===== src/include/asp_pkg.sv =====
// shared constants, register map and carrier types of the serial port
// assumes a 32-bit classic wishbone slave, word aligned registers
package asp_pkg;

    // ------------------------------------------------------------------
    // register word indexes (byte address = index * 4)
    // ------------------------------------------------------------------
    localparam logic [2:0] REG_CTRL = 3'h0;
    localparam logic [2:0] REG_DIV  = 3'h1;
    localparam logic [2:0] REG_TXD  = 3'h2;
    localparam logic [2:0] REG_RXD  = 3'h3;
    localparam logic [2:0] REG_STAT = 3'h4;
    localparam logic [2:0] REG_ISR  = 3'h5;
    localparam logic [2:0] REG_IMR  = 3'h6;

    // ------------------------------------------------------------------
    // reset values and timing
    // ------------------------------------------------------------------
    localparam logic [15:0] CTRL_RST = 16'h0003;
    localparam logic [15:0] DIV_RST  = 16'h0001;
    localparam int          PRE_DIV  = 32;
    localparam logic [4:0]  PRE_MAX  = 5'(PRE_DIV - 1);
    localparam logic [3:0]  SUB_MAX  = 4'hf;
    localparam logic [3:0]  SUB_HALF = 4'h7;
    localparam logic [2:0]  LEN_BASE = 3'h4;
    localparam logic [2:0]  SYNC_RST = 3'h3;

    // ------------------------------------------------------------------
    // modes, field and event positions
    // ------------------------------------------------------------------
    localparam logic [1:0] MODE_NORM  = 2'h0;
    localparam logic [1:0] MODE_ECHO  = 2'h1;
    localparam logic [1:0] MODE_LLOOP = 2'h2;
    localparam logic [1:0] MODE_RLOOP = 2'h3;
    localparam int TXD_ADDR  = 8;
    localparam int ST_TXEMP  = 0;
    localparam int ST_TXDONE = 1;
    localparam int ST_RXRDY  = 2;
    localparam int ST_RXFULL = 3;
    localparam int EV_RXRDY  = 0;
    localparam int EV_TXEMP  = 1;
    localparam int EV_OVR    = 2;
    localparam int EV_FRM    = 3;
    localparam int EV_PAR    = 4;
    localparam int EV_BRK    = 5;
    localparam int EV_W      = 6;
    localparam int FIFO_DEPTH = 3;
    localparam logic [1:0] RTS_LIMIT = 2'h2;

    // ------------------------------------------------------------------
    // carriers
    // ------------------------------------------------------------------
    typedef struct packed {
        logic       rx_en;
        logic       tx_en;
        logic       dma_rx_ne;
        logic       clk_ext;
        logic       multidrop;
        logic [1:0] mode;
        logic       flow_en;
        logic       brk;
        logic       stop2;
        logic       par_lvl;
        logic       par_force;
        logic       par_odd;
        logic       par_en;
        logic [1:0] len;
    } asp_ctrl_t;

    typedef struct packed {
        logic       brk;
        logic       ferr;
        logic       perr;
        logic       addr;
        logic [7:0] data;
    } asp_rxchar_t;

endpackage


===== src/rtl/asp_rx_fifo.sv =====
// three-entry holding store for received characters
// ignores a pop when empty and a push when full
`timescale 1ns/1ps
module asp_rx_fifo
    import asp_pkg::*;
(
    input  wire logic        clk_i,
    input  wire logic        rst_i,
    input  wire logic        push_i,
    input  asp_rxchar_t      push_data_i,
    input  wire logic        pop_i,
    output asp_rxchar_t      rd_data_o,
    output logic [1:0]       count_o
);
    asp_rxchar_t mem_q [FIFO_DEPTH];
    logic [1:0]  wp_q;
    logic [1:0]  rp_q;
    logic [1:0]  cnt_q;
    wire         full  = (cnt_q == 2'(FIFO_DEPTH));
    wire         empty = (cnt_q == 2'h0);
    wire         push_ok = push_i & ~full;
    wire         pop_ok  = pop_i & ~empty;

    // pointer wrap at the odd depth
    function automatic logic [1:0] inc(input logic [1:0] p);
        inc = (p == 2'(FIFO_DEPTH - 1)) ? 2'h0 : p + 2'h1;
    endfunction

    // storage carries no reset; pointers, count and head take one
    always_ff @(posedge clk_i) begin
        if (push_ok) begin
            mem_q[wp_q] <= push_data_i;
        end
    end

    // pointers, fill level, registered head
    always_ff @(posedge clk_i) begin
        if (rst_i) begin
            wp_q      <= 2'h0;
            rp_q      <= 2'h0;
            cnt_q     <= 2'h0;
            rd_data_o <= '0;
        end else begin
            if (push_ok) wp_q <= inc(wp_q);
            if (pop_ok) rp_q <= inc(rp_q);
            cnt_q     <= cnt_q + {1'b0, push_ok} - {1'b0, pop_ok};
            rd_data_o <= mem_q[rp_q];
        end
    end

    assign count_o = cnt_q;
endmodule


===== src/rtl/asp_top.sv =====
// asynchronous serial port with flow control, wishbone register slave
// assumes one clock, synchronous reset, pins asynchronous to clk_i
`timescale 1ns/1ps
module asp_top
    import asp_pkg::*;
(
    input  wire logic        clk_i,
    input  wire logic        rst_i,
    input  wire logic        cyc_i,
    input  wire logic        stb_i,
    input  wire logic        we_i,
    input  wire logic [4:0]  adr_i,
    input  wire logic [3:0]  sel_i,
    input  wire logic [31:0] dat_i,
    output logic      [31:0] dat_o,
    output logic             ack_o,
    input  wire logic        serial_rx_i,
    output logic             serial_tx_o,
    input  wire logic        clear_to_send_in_n_i,
    output logic             request_to_send_out_n_o,
    input  wire logic        external_timer_clock_input_i,
    output logic             irq_o,
    output logic             dma_rx_req_o,
    output logic             dma_tx_req_o
);
    typedef enum logic [4:0] {
        TX_IDLE  = 5'h01,
        TX_START = 5'h02,
        TX_DATA  = 5'h04,
        TX_PAR   = 5'h08,
        TX_STOP  = 5'h10
    } asp_tx_st_t;

    typedef enum logic [5:0] {
        RX_IDLE  = 6'h01,
        RX_START = 6'h02,
        RX_DATA  = 6'h04,
        RX_PAR   = 6'h08,
        RX_STOP  = 6'h10,
        RX_BRKW  = 6'h20
    } asp_rx_st_t;

    // ------------------------------------------------------------------
    // helpers
    // ------------------------------------------------------------------
    function automatic logic [31:0] merge(input logic [31:0] old,
                                          input logic [31:0] nw,
                                          input logic [3:0]  sel);
        for (int i = 0; i < 4; i++) begin
            merge[i*8 +: 8] = sel[i] ? nw[i*8 +: 8] : old[i*8 +: 8];
        end
    endfunction

    // keep only the bits of the programmed character length
    function automatic logic [7:0] mask_len(input logic [7:0] d,
                                            input logic [1:0] len);
        mask_len = d & (8'hff >> (2'h3 - len));
    endfunction

    // parity slot value, shared by transmitter and receiver check
    function automatic logic par_calc(input logic [7:0] d,
                                      input asp_ctrl_t c);
        par_calc = c.par_force ? c.par_lvl
                               : (^mask_len(d, c.len)) ^ c.par_odd;
    endfunction

    // ------------------------------------------------------------------
    // pin synchronisers: {timer clock, cts_n, rxd}
    // ------------------------------------------------------------------
    logic [2:0] pin_s1_q;
    logic [2:0] pin_s2_q;
    logic       ext_prev_q;
    // first stage feeds only the second stage
    always_ff @(posedge clk_i) begin
        if (rst_i) begin
            pin_s1_q   <= SYNC_RST;
            pin_s2_q   <= SYNC_RST;
            ext_prev_q <= 1'b0;
        end else begin
            pin_s1_q   <= {external_timer_clock_input_i,
                           clear_to_send_in_n_i, serial_rx_i};
            pin_s2_q   <= pin_s1_q;
            ext_prev_q <= pin_s2_q[2];
        end
    end
    wire rxd_s   = pin_s2_q[0];
    wire cts_n_s = pin_s2_q[1];
    wire ext_rise = pin_s2_q[2] & ~ext_prev_q;

    // ------------------------------------------------------------------
    // registers and bus decode
    // ------------------------------------------------------------------
    asp_ctrl_t      ctrl_q;
    logic [15:0]    div_q;
    logic [8:0]     hold_q;
    logic           hold_v_q;
    logic [EV_W-1:0] ist_q;
    logic [EV_W-1:0] imr_q;
    logic [31:0]    rd_mux;
    asp_rxchar_t    fifo_head;
    logic [1:0]     fifo_cnt;

    wire        acc   = cyc_i & stb_i & ~ack_o;
    wire        wr    = acc & we_i;
    wire        rd    = acc & ~we_i;
    wire [2:0]  idx   = adr_i[4:2];
    wire [31:0] ctrl_m = merge({16'h0, ctrl_q}, dat_i, sel_i);
    wire [31:0] div_m  = merge({16'h0, div_q}, dat_i, sel_i);
    wire [31:0] imr_m  = merge({26'h0, imr_q}, dat_i, sel_i);
    wire [31:0] clr_m  = merge(32'h0, dat_i, sel_i);
    wire [31:0] txd_m  = merge(32'h0, dat_i, sel_i);
    // a write while the holding word is full is dropped
    wire        txd_wr = wr & (idx == REG_TXD) & ~hold_v_q;
    wire        rx_pop = rd & (idx == REG_RXD);
    wire        rx_empty = (fifo_cnt == 2'h0);
    wire        rx_full  = (fifo_cnt == 2'(FIFO_DEPTH));

    // ------------------------------------------------------------------
    // baud generation
    // ------------------------------------------------------------------
    logic [4:0]  pre_q;
    logic [15:0] dcnt_q;
    wire         ref_tick = ctrl_q.clk_ext ? ext_rise
                                           : (pre_q == PRE_MAX);
    // divisor zero behaves as one
    wire [15:0]  div_m1  = (div_q == 16'h0) ? 16'h0 : div_q - 16'h1;
    wire         smp_tick = ref_tick & (dcnt_q >= div_m1);
    // only ext edges advance the divider in external mode
    always_ff @(posedge clk_i) begin
        if (rst_i) begin
            pre_q  <= 5'h0;
            dcnt_q <= 16'h0;
        end else begin
            pre_q  <= pre_q + 5'h1;
            if (ref_tick) dcnt_q <= smp_tick ? 16'h0 : dcnt_q + 16'h1;
        end
    end

    // ------------------------------------------------------------------
    // transmitter
    // ------------------------------------------------------------------
    asp_tx_st_t tx_st_q, tx_st_d;
    logic [7:0] tx_sr_q, tx_sr_d;
    logic [2:0] tx_cnt_q, tx_cnt_d;
    logic [3:0] tx_sub_q, tx_sub_d;
    logic       tx_stop_q, tx_stop_d;
    logic       tx_par_q;
    logic       tx_load;
    wire        par_on  = ctrl_q.par_en | ctrl_q.multidrop;
    wire [2:0]  last_bit = LEN_BASE + {1'b0, ctrl_q.len};
    wire        cts_ok  = ~ctrl_q.flow_en | ~cts_n_s;
    wire        tx_go   = hold_v_q & ctrl_q.tx_en & cts_ok & ~ctrl_q.brk;
    wire        tx_end  = smp_tick & (tx_sub_q == SUB_MAX);
    // multidrop takes over the parity slot
    wire        tx_par_new = ctrl_q.multidrop ? hold_q[TXD_ADDR]
                                              : par_calc(hold_q[7:0], ctrl_q);
    wire        tx_line = (tx_st_q == TX_START) ? 1'b0 :
                          (tx_st_q == TX_DATA)  ? tx_sr_q[0] :
                          (tx_st_q == TX_PAR)   ? tx_par_q : 1'b1;

    // one character frame from holding word to line
    always_comb begin
        tx_st_d   = tx_st_q;
        tx_sr_d   = tx_sr_q;
        tx_cnt_d  = tx_cnt_q;
        tx_stop_d = tx_stop_q;
        tx_load   = 1'b0;
        tx_sub_d  = (smp_tick && tx_st_q != TX_IDLE) ? tx_sub_q + 4'h1
                                                     : tx_sub_q;
        case (tx_st_q)
            TX_IDLE: if (tx_go) begin
                tx_load  = 1'b1;
                tx_sr_d  = hold_q[7:0];
                tx_sub_d = 4'h0;
                tx_st_d  = TX_START;
            end
            TX_START: if (tx_end) begin
                tx_cnt_d = 3'h0;
                tx_st_d  = TX_DATA;
            end
            TX_DATA: if (tx_end) begin
                tx_sr_d   = {1'b0, tx_sr_q[7:1]};
                tx_cnt_d  = tx_cnt_q + 3'h1;
                tx_stop_d = 1'b0;
                if (tx_cnt_q == last_bit) begin
                    tx_st_d = par_on ? TX_PAR : TX_STOP;
                end
            end
            TX_PAR: if (tx_end) begin
                tx_st_d = TX_STOP;
            end
            TX_STOP: if (tx_end) begin
                if (ctrl_q.stop2 && !tx_stop_q) begin
                    tx_stop_d = 1'b1;
                end else begin
                    tx_st_d = TX_IDLE;
                end
            end
            default: tx_st_d = TX_IDLE;
        endcase
    end

    always_ff @(posedge clk_i) begin
        if (rst_i) begin
            tx_st_q   <= TX_IDLE;
            tx_sr_q   <= 8'h0;
            tx_cnt_q  <= 3'h0;
            tx_sub_q  <= 4'h0;
            tx_stop_q <= 1'b0;
            tx_par_q  <= 1'b0;
        end else begin
            tx_st_q   <= tx_st_d;
            tx_sr_q   <= tx_sr_d;
            tx_cnt_q  <= tx_cnt_d;
            tx_sub_q  <= tx_sub_d;
            tx_stop_q <= tx_stop_d;
            if (tx_load) tx_par_q <= tx_par_new;
        end
    end

    // ------------------------------------------------------------------
    // receiver
    // ------------------------------------------------------------------
    asp_rx_st_t  rx_st_q, rx_st_d;
    logic [7:0]  rx_sr_q, rx_sr_d;
    logic [2:0]  rx_cnt_q, rx_cnt_d;
    logic [3:0]  rx_sub_q, rx_sub_d;
    logic        rx_par_q, rx_par_d;
    logic        rx_push;
    asp_rxchar_t rx_char;
    // local loop feeds the receiver from our own transmitter
    wire rx_src = (ctrl_q.mode == MODE_LLOOP) ? tx_line : rxd_s;
    wire rx_act = ctrl_q.rx_en & (ctrl_q.mode != MODE_RLOOP);
    wire rx_smp = smp_tick & (rx_sub_q == SUB_MAX);
    // lsb-first shift lands at the top, so realign short characters
    wire [7:0] rx_data = rx_sr_q >> (2'h3 - ctrl_q.len);
    wire rx_brk = ~rx_src & (rx_sr_q == 8'h0) & ~rx_par_q;

    // assemble the received character at the stop sample
    always_comb begin
        rx_char.data = rx_data;
        rx_char.addr = ctrl_q.multidrop & rx_par_q;
        rx_char.perr = ctrl_q.par_en & ~ctrl_q.multidrop &
                       (rx_par_q != par_calc(rx_data, ctrl_q));
        rx_char.ferr = ~rx_src & ~rx_brk;
        rx_char.brk  = rx_brk;
    end

    // start check at mid-bit, then one sample every sixteen ticks
    always_comb begin
        rx_st_d  = rx_st_q;
        rx_sr_d  = rx_sr_q;
        rx_cnt_d = rx_cnt_q;
        rx_par_d = rx_par_q;
        rx_push  = 1'b0;
        rx_sub_d = smp_tick ? rx_sub_q + 4'h1 : rx_sub_q;
        case (rx_st_q)
            RX_IDLE: if (smp_tick && !rx_src && rx_act) begin
                rx_sub_d = 4'h0;
                rx_sr_d  = 8'h0;
                rx_par_d = 1'b0;
                rx_st_d  = RX_START;
            end
            RX_START: if (smp_tick && rx_sub_q == SUB_HALF) begin
                rx_sub_d = 4'h0;
                rx_cnt_d = 3'h0;
                rx_st_d  = rx_src ? RX_IDLE : RX_DATA;  // glitch reject
            end
            RX_DATA: if (rx_smp) begin
                rx_sr_d  = {rx_src, rx_sr_q[7:1]};
                rx_cnt_d = rx_cnt_q + 3'h1;
                if (rx_cnt_q == last_bit) begin
                    rx_st_d = par_on ? RX_PAR : RX_STOP;
                end
            end
            RX_PAR: if (rx_smp) begin
                rx_par_d = rx_src;
                rx_st_d  = RX_STOP;
            end
            RX_STOP: if (rx_smp) begin
                rx_push = 1'b1;
                rx_st_d = rx_brk ? RX_BRKW : RX_IDLE;
            end
            RX_BRKW: if (rx_src) begin   // one report per break
                rx_st_d = RX_IDLE;
            end
            default: rx_st_d = RX_IDLE;
        endcase
        if (!rx_act) rx_st_d = RX_IDLE;
    end

    always_ff @(posedge clk_i) begin
        if (rst_i) begin
            rx_st_q  <= RX_IDLE;
            rx_sr_q  <= 8'h0;
            rx_cnt_q <= 3'h0;
            rx_sub_q <= 4'h0;
            rx_par_q <= 1'b0;
        end else begin
            rx_st_q  <= rx_st_d;
            rx_sr_q  <= rx_sr_d;
            rx_cnt_q <= rx_cnt_d;
            rx_sub_q <= rx_sub_d;
            rx_par_q <= rx_par_d;
        end
    end

    // three holding words behind the shifter
    asp_rx_fifo u_fifo (
        .clk_i       (clk_i),
        .rst_i       (rst_i),
        .push_i      (rx_push & ~rx_full),
        .push_data_i (rx_char),
        .pop_i       (rx_pop),
        .rd_data_o   (fifo_head),
        .count_o     (fifo_cnt)
    );

    // ------------------------------------------------------------------
    // events, status and read mux
    // ------------------------------------------------------------------
    logic [EV_W-1:0] ev;
    always_comb begin
        ev           = '0;
        ev[EV_RXRDY] = rx_push & ~rx_full;
        ev[EV_TXEMP] = tx_load;
        ev[EV_OVR]   = rx_push & rx_full;
        ev[EV_FRM]   = rx_push & rx_char.ferr;
        ev[EV_PAR]   = rx_push & rx_char.perr;
        ev[EV_BRK]   = rx_push & rx_char.brk;
    end
    // a new event beats a same-cycle clear
    wire [EV_W-1:0] ist_clr = (wr && idx == REG_ISR) ? clr_m[EV_W-1:0]
                                                       : '0;
    wire [EV_W-1:0] ist_d   = (ist_q & ~ist_clr) | ev;

    logic [3:0] stat;
    always_comb begin
        stat            = 4'h0;
        stat[ST_TXEMP]  = ~hold_v_q;
        stat[ST_TXDONE] = ~hold_v_q & (tx_st_q == TX_IDLE);
        stat[ST_RXRDY]  = ~rx_empty;
        stat[ST_RXFULL] = rx_full;
    end

    always_comb begin
        case (idx)
            REG_CTRL: rd_mux = {16'h0, ctrl_q};
            REG_DIV:  rd_mux = {16'h0, div_q};
            REG_RXD:  rd_mux = {20'h0, fifo_head};
            REG_STAT: rd_mux = {28'h0, stat};
            REG_ISR:  rd_mux = {26'h0, ist_q};
            REG_IMR:  rd_mux = {26'h0, imr_q};
            default:  rd_mux = 32'h0;   // txd and unmapped read zero
        endcase
    end

    // ------------------------------------------------------------------
    // register file and bus answer
    // ------------------------------------------------------------------
    always_ff @(posedge clk_i) begin
        if (rst_i) begin
            ctrl_q   <= asp_ctrl_t'(CTRL_RST);
            div_q    <= DIV_RST;
            imr_q    <= '0;
            ist_q    <= '0;
            hold_q   <= 9'h0;
            hold_v_q <= 1'b0;
            ack_o    <= 1'b0;
            dat_o    <= 32'h0;
        end else begin
            ack_o <= acc;       // one wait state, drops next cycle
            if (rd) dat_o <= rd_mux;
            if (wr && idx == REG_CTRL) ctrl_q <= asp_ctrl_t'(ctrl_m[15:0]);
            if (wr && idx == REG_DIV) div_q <= div_m[15:0];
            if (wr && idx == REG_IMR) imr_q <= imr_m[EV_W-1:0];
            ist_q <= ist_d;
            if (txd_wr) begin
                hold_q   <= txd_m[8:0];
                hold_v_q <= 1'b1;
            end else if (tx_load) begin
                hold_v_q <= 1'b0;
            end
        end
    end

    // ------------------------------------------------------------------
    // registered pins, interrupt and dma
    // ------------------------------------------------------------------
    // echo and remote loop copy the line back; break overrides all
    wire tx_pin_d = ctrl_q.brk ? 1'b0 :
                    (ctrl_q.mode == MODE_ECHO ||
                     ctrl_q.mode == MODE_RLOOP) ? rxd_s :
                    (ctrl_q.mode == MODE_LLOOP) ? 1'b1 : tx_line;
    // deassert one word early so a character in flight still fits
    wire rts_n_d = ctrl_q.flow_en & (fifo_cnt >= RTS_LIMIT);
    always_ff @(posedge clk_i) begin
        if (rst_i) begin
            serial_tx_o             <= 1'b1;
            request_to_send_out_n_o <= 1'b1;
            irq_o                   <= 1'b0;
            dma_rx_req_o            <= 1'b0;
            dma_tx_req_o            <= 1'b0;
        end else begin
            serial_tx_o             <= tx_pin_d;
            request_to_send_out_n_o <= rts_n_d;
            irq_o                   <= |(ist_d & imr_q);
            dma_rx_req_o <= ctrl_q.dma_rx_ne ? ~rx_empty
                                             : rx_full;
            dma_tx_req_o <= ctrl_q.tx_en & ~hold_v_q;
        end
    end
endmodule


===== config.mk =====
export PLATFORM = sky130hd
export DESIGN_NAME = asp_top
export DESIGN_NICKNAME = d
export VERILOG_FILES = /design/src/include/asp_pkg.sv /design/src/rtl/asp_rx_fifo.sv /design/src/rtl/asp_top.sv
export SDC_FILE = /design/constraint.sdc
export NUM_CORES = 1
export LEC_CHECK = 0
export ABC_AREA = 1
export BUFFER_PORTS_ARGS = -buffer_cell sky130_fd_sc_hd__buf_2
export CORE_MARGIN = 10
export CORE_UTILIZATION = 60
export CTS_CLUSTER_DIAMETER = 80
export CTS_CLUSTER_SIZE = 10
export DETAILED_ROUTE_END_ITERATION = 10
export GPL_TIMING_DRIVEN = 0
export HOLD_SLACK_MARGIN = 0.1
export PLACE_DENSITY = 0.8
export SYNTH_ARGS = -nofsm -noshare
export SYNTH_HDL_FRONTEND = slang
export SYNTH_SLANG_ARGS = --single-unit

===== constraint.sdc =====
create_clock -name clk_i -period 8.2 [get_ports clk_i]
set_clock_uncertainty 0.15 [all_clocks]
set_input_delay 0.41 -clock clk_i [delete_from_list [all_inputs] [get_ports clk_i]]
set_output_delay 0.41 -clock clk_i [all_outputs]
set_load 0.02 [all_outputs]

==> results of run 1 <==
[logic make-up after synthesis]
group           after synthesis
flops                       202
buf+inv                     227
simple gates                614
fa+ha+maj                    27
xor+xnor                     20
compound gates              231
other cells                   1
[what timing repair did]
action	in CTS	in global routing
endpoints found under the hold margin	32	0
hold buffers	20	0
resized for setup	0	0
[registers in the layout, summed over array words and instances (netlist names), 8 cells and up]
register / count
ctrl_q: 16
dat_o: 16
dcnt_q: 16
div_q: 16
hold_q: 9
rx_sr_q: 8
tx_sr_q: 8
u_fifo.mem_q: 36
u_fifo.rd_data_o: 12
[layer usage]
layer / share of wire / GRT usage / vias up / wire length (µm)
li1: - / - / 4503 / -
met1: 0.40 / 0.296 / 4195 / 10900
met2: 0.47 / 0.425 / 403 / 13000
met3: 0.088 / 0.0443 / 81 / 2430
met4: 0.038 / 0.0996 / 0 / 1040
met5: 0 / 0 / - / 0
[final cells by class]
type / instances / area, µm²
Fill cell: 1310 / 4710
Multi-Input combinational cell: 908 / 4520
Sequential cell: 202 / 4400
Inverter: 174 / 654
Clock buffer: 29 / 619
Timing Repair Buffer: 72 / 473
Tap cell: 216 / 270
Buffer: 53 / 264
Clock inverter: 2 / 25.0
[power breakdown]
part           switching [µW]  leakage, µW  internal [µW]
Sequential               13.6      0.00169           1030
Combinational             159      0.00296           67.6
Clock                     394     0.000313            526
Total                     567      0.00496           1620
[stage by stage]
| stage | instances | total power [µW] | hold slack (ps) |
|---|---|---|---|
| 6_report | 1656 | 2190 | 105 |
| 5_1_grt | 1656 | 2260 | 138 |
| 4_1_cts | 1656 | 2190 | 104 |
| 3_5_place_dp | 1605 | 1280 | 249 |
| 3_3_place_gp | 1603 | 1270 | 246 |
| 2_1_floorplan | 1337 | 1210 | 238 |
[worst min-delay path, delay by kind of cell]
family        cells  cell delay [ps]
buf+inv           2              160
simple gates      3              150
[cells in the mapped netlist, types with 16 or more instances]
cell and number:
ha_1 27, nor2_1 158, xor2_1 16, nor3_1 25, inv_1 172, nand2_1 313
nand3_1 71, dfxtp_1 166, o21ai_0 75, buf_4 16, clkbuf_1 33, edfxtp_1 36
a21oi_1 91
[worst max path at each step]
stage | cells past startpoint | from | end
2_1_floorplan | 22 | div_q[3]$_SDFFE_PP0P_ | u_fifo.mem_q[0][0]$_DFFE_PP_
3_3_place_gp | 22 | div_q[3]$_SDFFE_PP0P_ | u_fifo.mem_q[0][1]$_DFFE_PP_
3_5_place_dp | 22 | div_q[3]$_SDFFE_PP0P_ | u_fifo.mem_q[2][1]$_DFFE_PP_
4_1_cts | 22 | div_q[3]$_SDFFE_PP0P_ | u_fifo.mem_q[2][1]$_DFFE_PP_
5_1_grt | 22 | div_q[3]$_SDFFE_PP0P_ | u_fifo.mem_q[2][1]$_DFFE_PP_
6_report | 22 | div_q[3]$_SDFFE_PP0P_ | u_fifo.mem_q[2][1]$_DFFE_PP_
==> impl_results.md, run 1 <==
* Status: finished, final reports clean
* Critical R2R Capture: u_fifo.mem_q[2][1]$_DFFE_PP_
* Most frequent cells in the layout: nand2_1, inv_1, dfxtp_1, nor2_1, a21oi_1
* # diodes at 0
* IO Count at a little under 90
* Max Fclk at 207 MHz
* PnR worst setup slack at 3370 ps
* Cells after synthesis at 1322
* Final core utilization at 0.704
* Clk sinks at around 200
* H-tree depth at 1
* Crit-path max FO at 12
* Crit path launch type: flop
* Simple-gate share of the synthesized area at 0.265
* Sequential element share of the synthesized area at 0.451
* Drt wl/cell at 16.6 µm
* Reg-to-reg setup timing slack at 3370 ps
* WS Path Type: flop to flop
* Clock Tree Root: clkbuf_16
* Delay-heaviest family, CP: simple AND/OR/NAND/NOR gates
* Skew-Pair Late Insertion Delay at about 520 ps
* Synth Cell Area at 0.00977 mm²
* Hold Vio Cnt, Final at 0
* Clock Tree Buf Depth at 3
* Synth top area cells: dfxtp_1, nand2_1, edfxtp_1
* CTS tree: yes
* Synth warnings at 0
* Adder-Cell Fraction of Synth Area at 0.0346
* Crit-path most repeated cell: nor2_1
* Setup Fix Bufs, Post-CTS at 0
* Max-slew violations at 0
* Detailed placement HPWL at just over 20 mm
* Die area at 0.0218 mm²
* Most common cell after layout, fill and taps aside: nand2_1
* Buf/Inv on CP at 5
* Core footprint at around 0.016 mm²
* Vias at 9182
* Syn_area_per_cell at 7.39 µm²
* Final ANT Viol Nets at 0
* CTS buffer count at 24
* Critical Path RT at 8170 ps
* Most used DFF post-synth: dfxtp_1
* Yosys reg bits at approximately 200
* Placed Instance Area at 0.0104 mm²
* Setup TNS at 0 ps
* Compound-Gate Fraction of Synth Area at 0.137
* Hold WC Path Type: input port to flop
* Die Span Y at 148 µm
* EDFF count, synth at 36
* Hold Crit Start: stb_i
* Post-DR vias/cell at 5.54
* Row count at 46
* Initial Utilization at 0.613
* Worst R2R Path Depth at 22
* Worst-path cell chain: clkbuf_1 > nor2_1 > inv_1 > nor2_1 > nand2_1 > nor2_1 > nand2_1 > inv_1 > nand2_1 > inv_1 > nand4_1 > xor2_1 > nand2_1 > ha_1 > nand4_1 > nor3_2 > nand3_1 > nand3_1 > nand4_1 > nor2_1 > inv_1 > nor2_1
* Clk slew on worst S/H paths at 60 ps
* Post-route cell area at 0.0112 mm²
* Post-synth ARST share at 0
* Mux contribution to synthesized area at 0
* Global route overflow at 0
* Unrepaired setup endpoints after global routing: no
* Yosys top cell area share at 0.340
* CP endpoint kind: flop
* Crit path DAT at 4800 ps
* Layout cell share with drive strength beyond 1 at 0.0868
* Hold Path Stages at 5
* Die Span X at 148 µm
* Setup violators final at 0
* CP max stage cell: nor2_1
* Worst vdd ir at 0.171 mV
* Hold Path Sink: ack_o$_SDFF_PP0_
* Largest net degree at the start of global routing at 13
* Vias in the first global route at 8655
* All-Layer GR Usage at 0.246
* Synthesis-to-finish area growth at 14.9%
* Pwr Density at 195 mW/mm²
* Largest family of logic cells by synthesized area: simple AND/OR/NAND/NOR gates
* First-pass GRT wire length at 44.0 mm
* Period utilization at 0.589
* Max-cap violation count at 0
* Initial drt markers at 783
* Worst Max-Slew Pin Slew at 1090 ps
* Netlist cell types at 50
* DRC violations left at 0
* Routed WL at 27.4 mm
* IO buf count at 50
* Post-Synth XOR/XNOR Area at 0.0179
* Max stage delay on crit path at 850 ps
* Final layout net count at 1511
* Synth area leader: dfxtp_1
* 1st-pass router iterations at 6
* GP Congestion at 0.974
* Worst R2R Start: div_q[3]$_SDFFE_PP0P_
* Min Tclk post-route at around 4800 ps
* Relative slew slack at 0.272
* P_leak at about 0.0050 µW
* Pre-CTS WS at 3450 ps
* Initial antenna violation count at 0
No activity file was read; power rests on OpenSTA's default activity.
==> inputs of run 2 (changes only) <==
--- a/config.mk
+++ b/config.mk
@@ -8,13 +8,13 @@
 export ABC_AREA = 1
 export BUFFER_PORTS_ARGS = -buffer_cell sky130_fd_sc_hd__buf_2
 export CORE_MARGIN = 10
-export CORE_UTILIZATION = 60
+export CORE_UTILIZATION = 54
 export CTS_CLUSTER_DIAMETER = 80
 export CTS_CLUSTER_SIZE = 10
 export DETAILED_ROUTE_END_ITERATION = 10
 export GPL_TIMING_DRIVEN = 0
 export HOLD_SLACK_MARGIN = 0.1
-export PLACE_DENSITY = 0.8
+export PLACE_DENSITY = 0.76
 export SYNTH_ARGS = -nofsm -noshare
 export SYNTH_HDL_FRONTEND = slang
 export SYNTH_SLANG_ARGS = --single-unit
==> constraint.sdc (replaced) <==
create_clock -name clk_i -period 4.3 [get_ports clk_i]
set_clock_uncertainty 0.15 [all_clocks]
set_input_delay 0.215 -clock clk_i [delete_from_list [all_inputs] [get_ports clk_i]]
set_output_delay 0.215 -clock clk_i [all_outputs]
set_load 0.02 [all_outputs]
==> run 2 against run 1 <==
Clock-buffer cell count unchanged. Setup slack worse by 3000 ps. Fmax up 23%. Sequential power up 91%. Critical path type unchanged. Sequential cell count unchanged. First-iteration DRC count up 28%. Largest power group unchanged.
==> impl_results.md, run 2 (synthesis results as in run 1) <==
* Filler cells at 1598
* Most frequent cells in the layout: nand2_1, inv_1, dfxtp_1, nor2_1, a21oi_1
* Crit-path max FO at 10
* First-pass GRT wire length at 43.9 mm
* Core footprint at 0.0179 mm²
* Skew-Pair Late Insertion Delay at about 530 ps
* Worst R2R Path Depth at 23
* H-tree depth at 1
* Seq pwr share at 0.475
* Initial antenna violation count at 0
* Clock Tree Root: clkbuf_16
* Worst Max-Slew Pin Slew at 1020 ps
* Final core utilization at 0.638
* 1st-pass router iterations at 6
* Sw Share at 0.258
* Hold WC Path Type: input port to flop
* Crit path launch type: flop
* Critical Path RT at 4380 ps
* Die Span Y at ~150 µm
* IO Count at slightly below 90
* Worst vdd ir at 0.349 mV
* Die Span X at 155 µm
* Status: finished, final reports clean
* Initial drt markers at 1003
* Layout cell share with drive strength beyond 1 at 0.0922
* Detailed placement HPWL at between 20 and 25 mm
* Drt wl/cell at 16.4 µm
* Top Layer Used: met4
* Hold Path Stages at 6
* GP Congestion at 0.946
* CTS tree: yes
* Initial Utilization at 0.546
* Met3 routed WL at 2.46 mm
* Global route overflow at 0
* Row count at 49
* IO buf count at 50
* Pwr Density at about 370 mW/mm²
* Final layout net count at 1524
* # diodes at 0
* Largest net degree at the start of global routing at 13
* All-Layer GR Usage at 0.226
* DR WL met2 at approximately 13 mm
* CTS buffer count at 24
* Clock network fraction of total power at 0.418
* Final ANT Viol Nets at 0
* Setup TNS at 0 ps
* Dpl cells at 1618
* Total power at 4190 µW
* Post-Layout Cell Count at 1682
* Period utilization at 0.914
* Clk sinks at 202
* Routed WL at 27.6 mm
* Vias in the first global route at 8510
* Biggest register: u_fifo.mem_q
* Most common cell after layout, fill and taps aside: nand2_1
* CP endpoint kind: flop
* Vias at 9108
* Relative slew slack at 0.314
* Min Tclk post-route at 3930 ps
* Max Fclk at 254 MHz
* Clock Tree Buf Depth at 3
* DRC violations left at 0
* WS Path Type: flop to flop
* M1 WL at ~11 mm
* Post-DR vias/cell at around 5.4
* Crit path DAT at 4010 ps
* Largest register FFs at 36
* P_leak at roughly 0.005 µW
* Synthesis-to-finish area growth at 16.9%
* Max-slew violations at 0
* Internal Pwr Total at 3110 µW
* Comb pwr share at 0.107
* Hold Vio Cnt, Final at 0
* Die area at 0.0239 mm²
* Psw at 1080 µW
* Setup violators final at 0
* Clk slew on worst S/H paths at 60 ps
* Max-cap violation count at 0
run 2: changes by cell type in the layout (fill, tap and decap cells not counted), sizes merged:
cell	before	now
clkbuf	62	61
dlygate4sd3	20	31
buf	72	75
run 2: repair_timing:
| action | CTS | global route |
|---|---|---|
| gates resized for setup | 5 | 9 |
| hold buffers | 31 | 0 |
| pin swaps | 2 | 4 |
| endpoints found under the hold margin | 66 | 0 |
| setup endpoints to repair | 35 | 68 |
| buffers inserted | 2 | 1 |
run 2: path summary, 6_finish.rpt:
kind / slack, ps / to / from
worst min-delay path: 130 / dat_o[10]$_SDFFE_PP0P_ / adr_i[3]
worst min register to register: 250 / pin_s2_q[2]$_SDFF_PP0_ / pin_s1_q[2]$_SDFF_PP0_
worst max register to register: 370 / u_fifo.mem_q[1][0]$_DFFE_PP_ / div_q[0]$_SDFFE_PP1P_
worst max-delay path: 370 / u_fifo.mem_q[1][0]$_DFFE_PP_ / div_q[0]$_SDFFE_PP1P_
run 2: power groups by stage:
stage | Combinational [µW] | Clock, µW | Sequential, µW
CTS | 423 | 1770 | 1990
global placement | 399 | 0 | 2030
detailed placement | 404 | 0 | 2030
global route | 491 | 1870 | 1990
finish | 448 | 1750 | 1990
floorplan | 286 | 0 | 2030
run 2: routing by layer:
layer | vias up | track usage
met1 | 4128 | 0.281
li1 | 4533 | -
met3 | 57 | 0.0397
met4 | 0 | 0.0778
met2 | 390 | 0.383
met5 | - | 0
run 2: area by class of cell:
type / instances / area, µm² / share of cell area
Timing Repair Buffer: 86 / 606 / 0.0530
Buffer: 52 / 260 / 0.0228
Clock inverter: 2 / 25.0 / 0.00219
Tap cell: 229 / 287 / 0.0251
Inverter: 174 / 654 / 0.0573
Clock buffer: 29 / 619 / 0.0542
Multi-Input combinational cell: 908 / 4570 / 0.400
Sequential cell: 202 / 4400 / 0.385
run 2: critical path, cell delays in order, from the launching register on:
cell and delay [ps]:
dfxtp_1 290, inv_1 170, nand3_1 160, nor2_1 110, nand2_1 100, nor2_1 130
nand2_1 100, inv_1 90, nand2_1 60, inv_1 100, nand4_1 100, xor2_1 150
nand2_1 70, ha_1 330, nand4_1 140, nor3_2 160, nand3_1 100, nand3_2 150
nand4_1 90, buf_4 180, nor2_4 140, inv_2 120, nor3_4 230, buf_6 200
run 2: metrics by stage:
step,cell area (µm²),hold slack (ps),setup slack (ps)
2_1_floorplan,9830,169,224
6_report,11400,126,368
3_3_place_gp,10400,243,-998
5_1_grt,11400,146,-5.48
3_5_place_dp,10400,248,-504
4_1_cts,11400,102,7.82
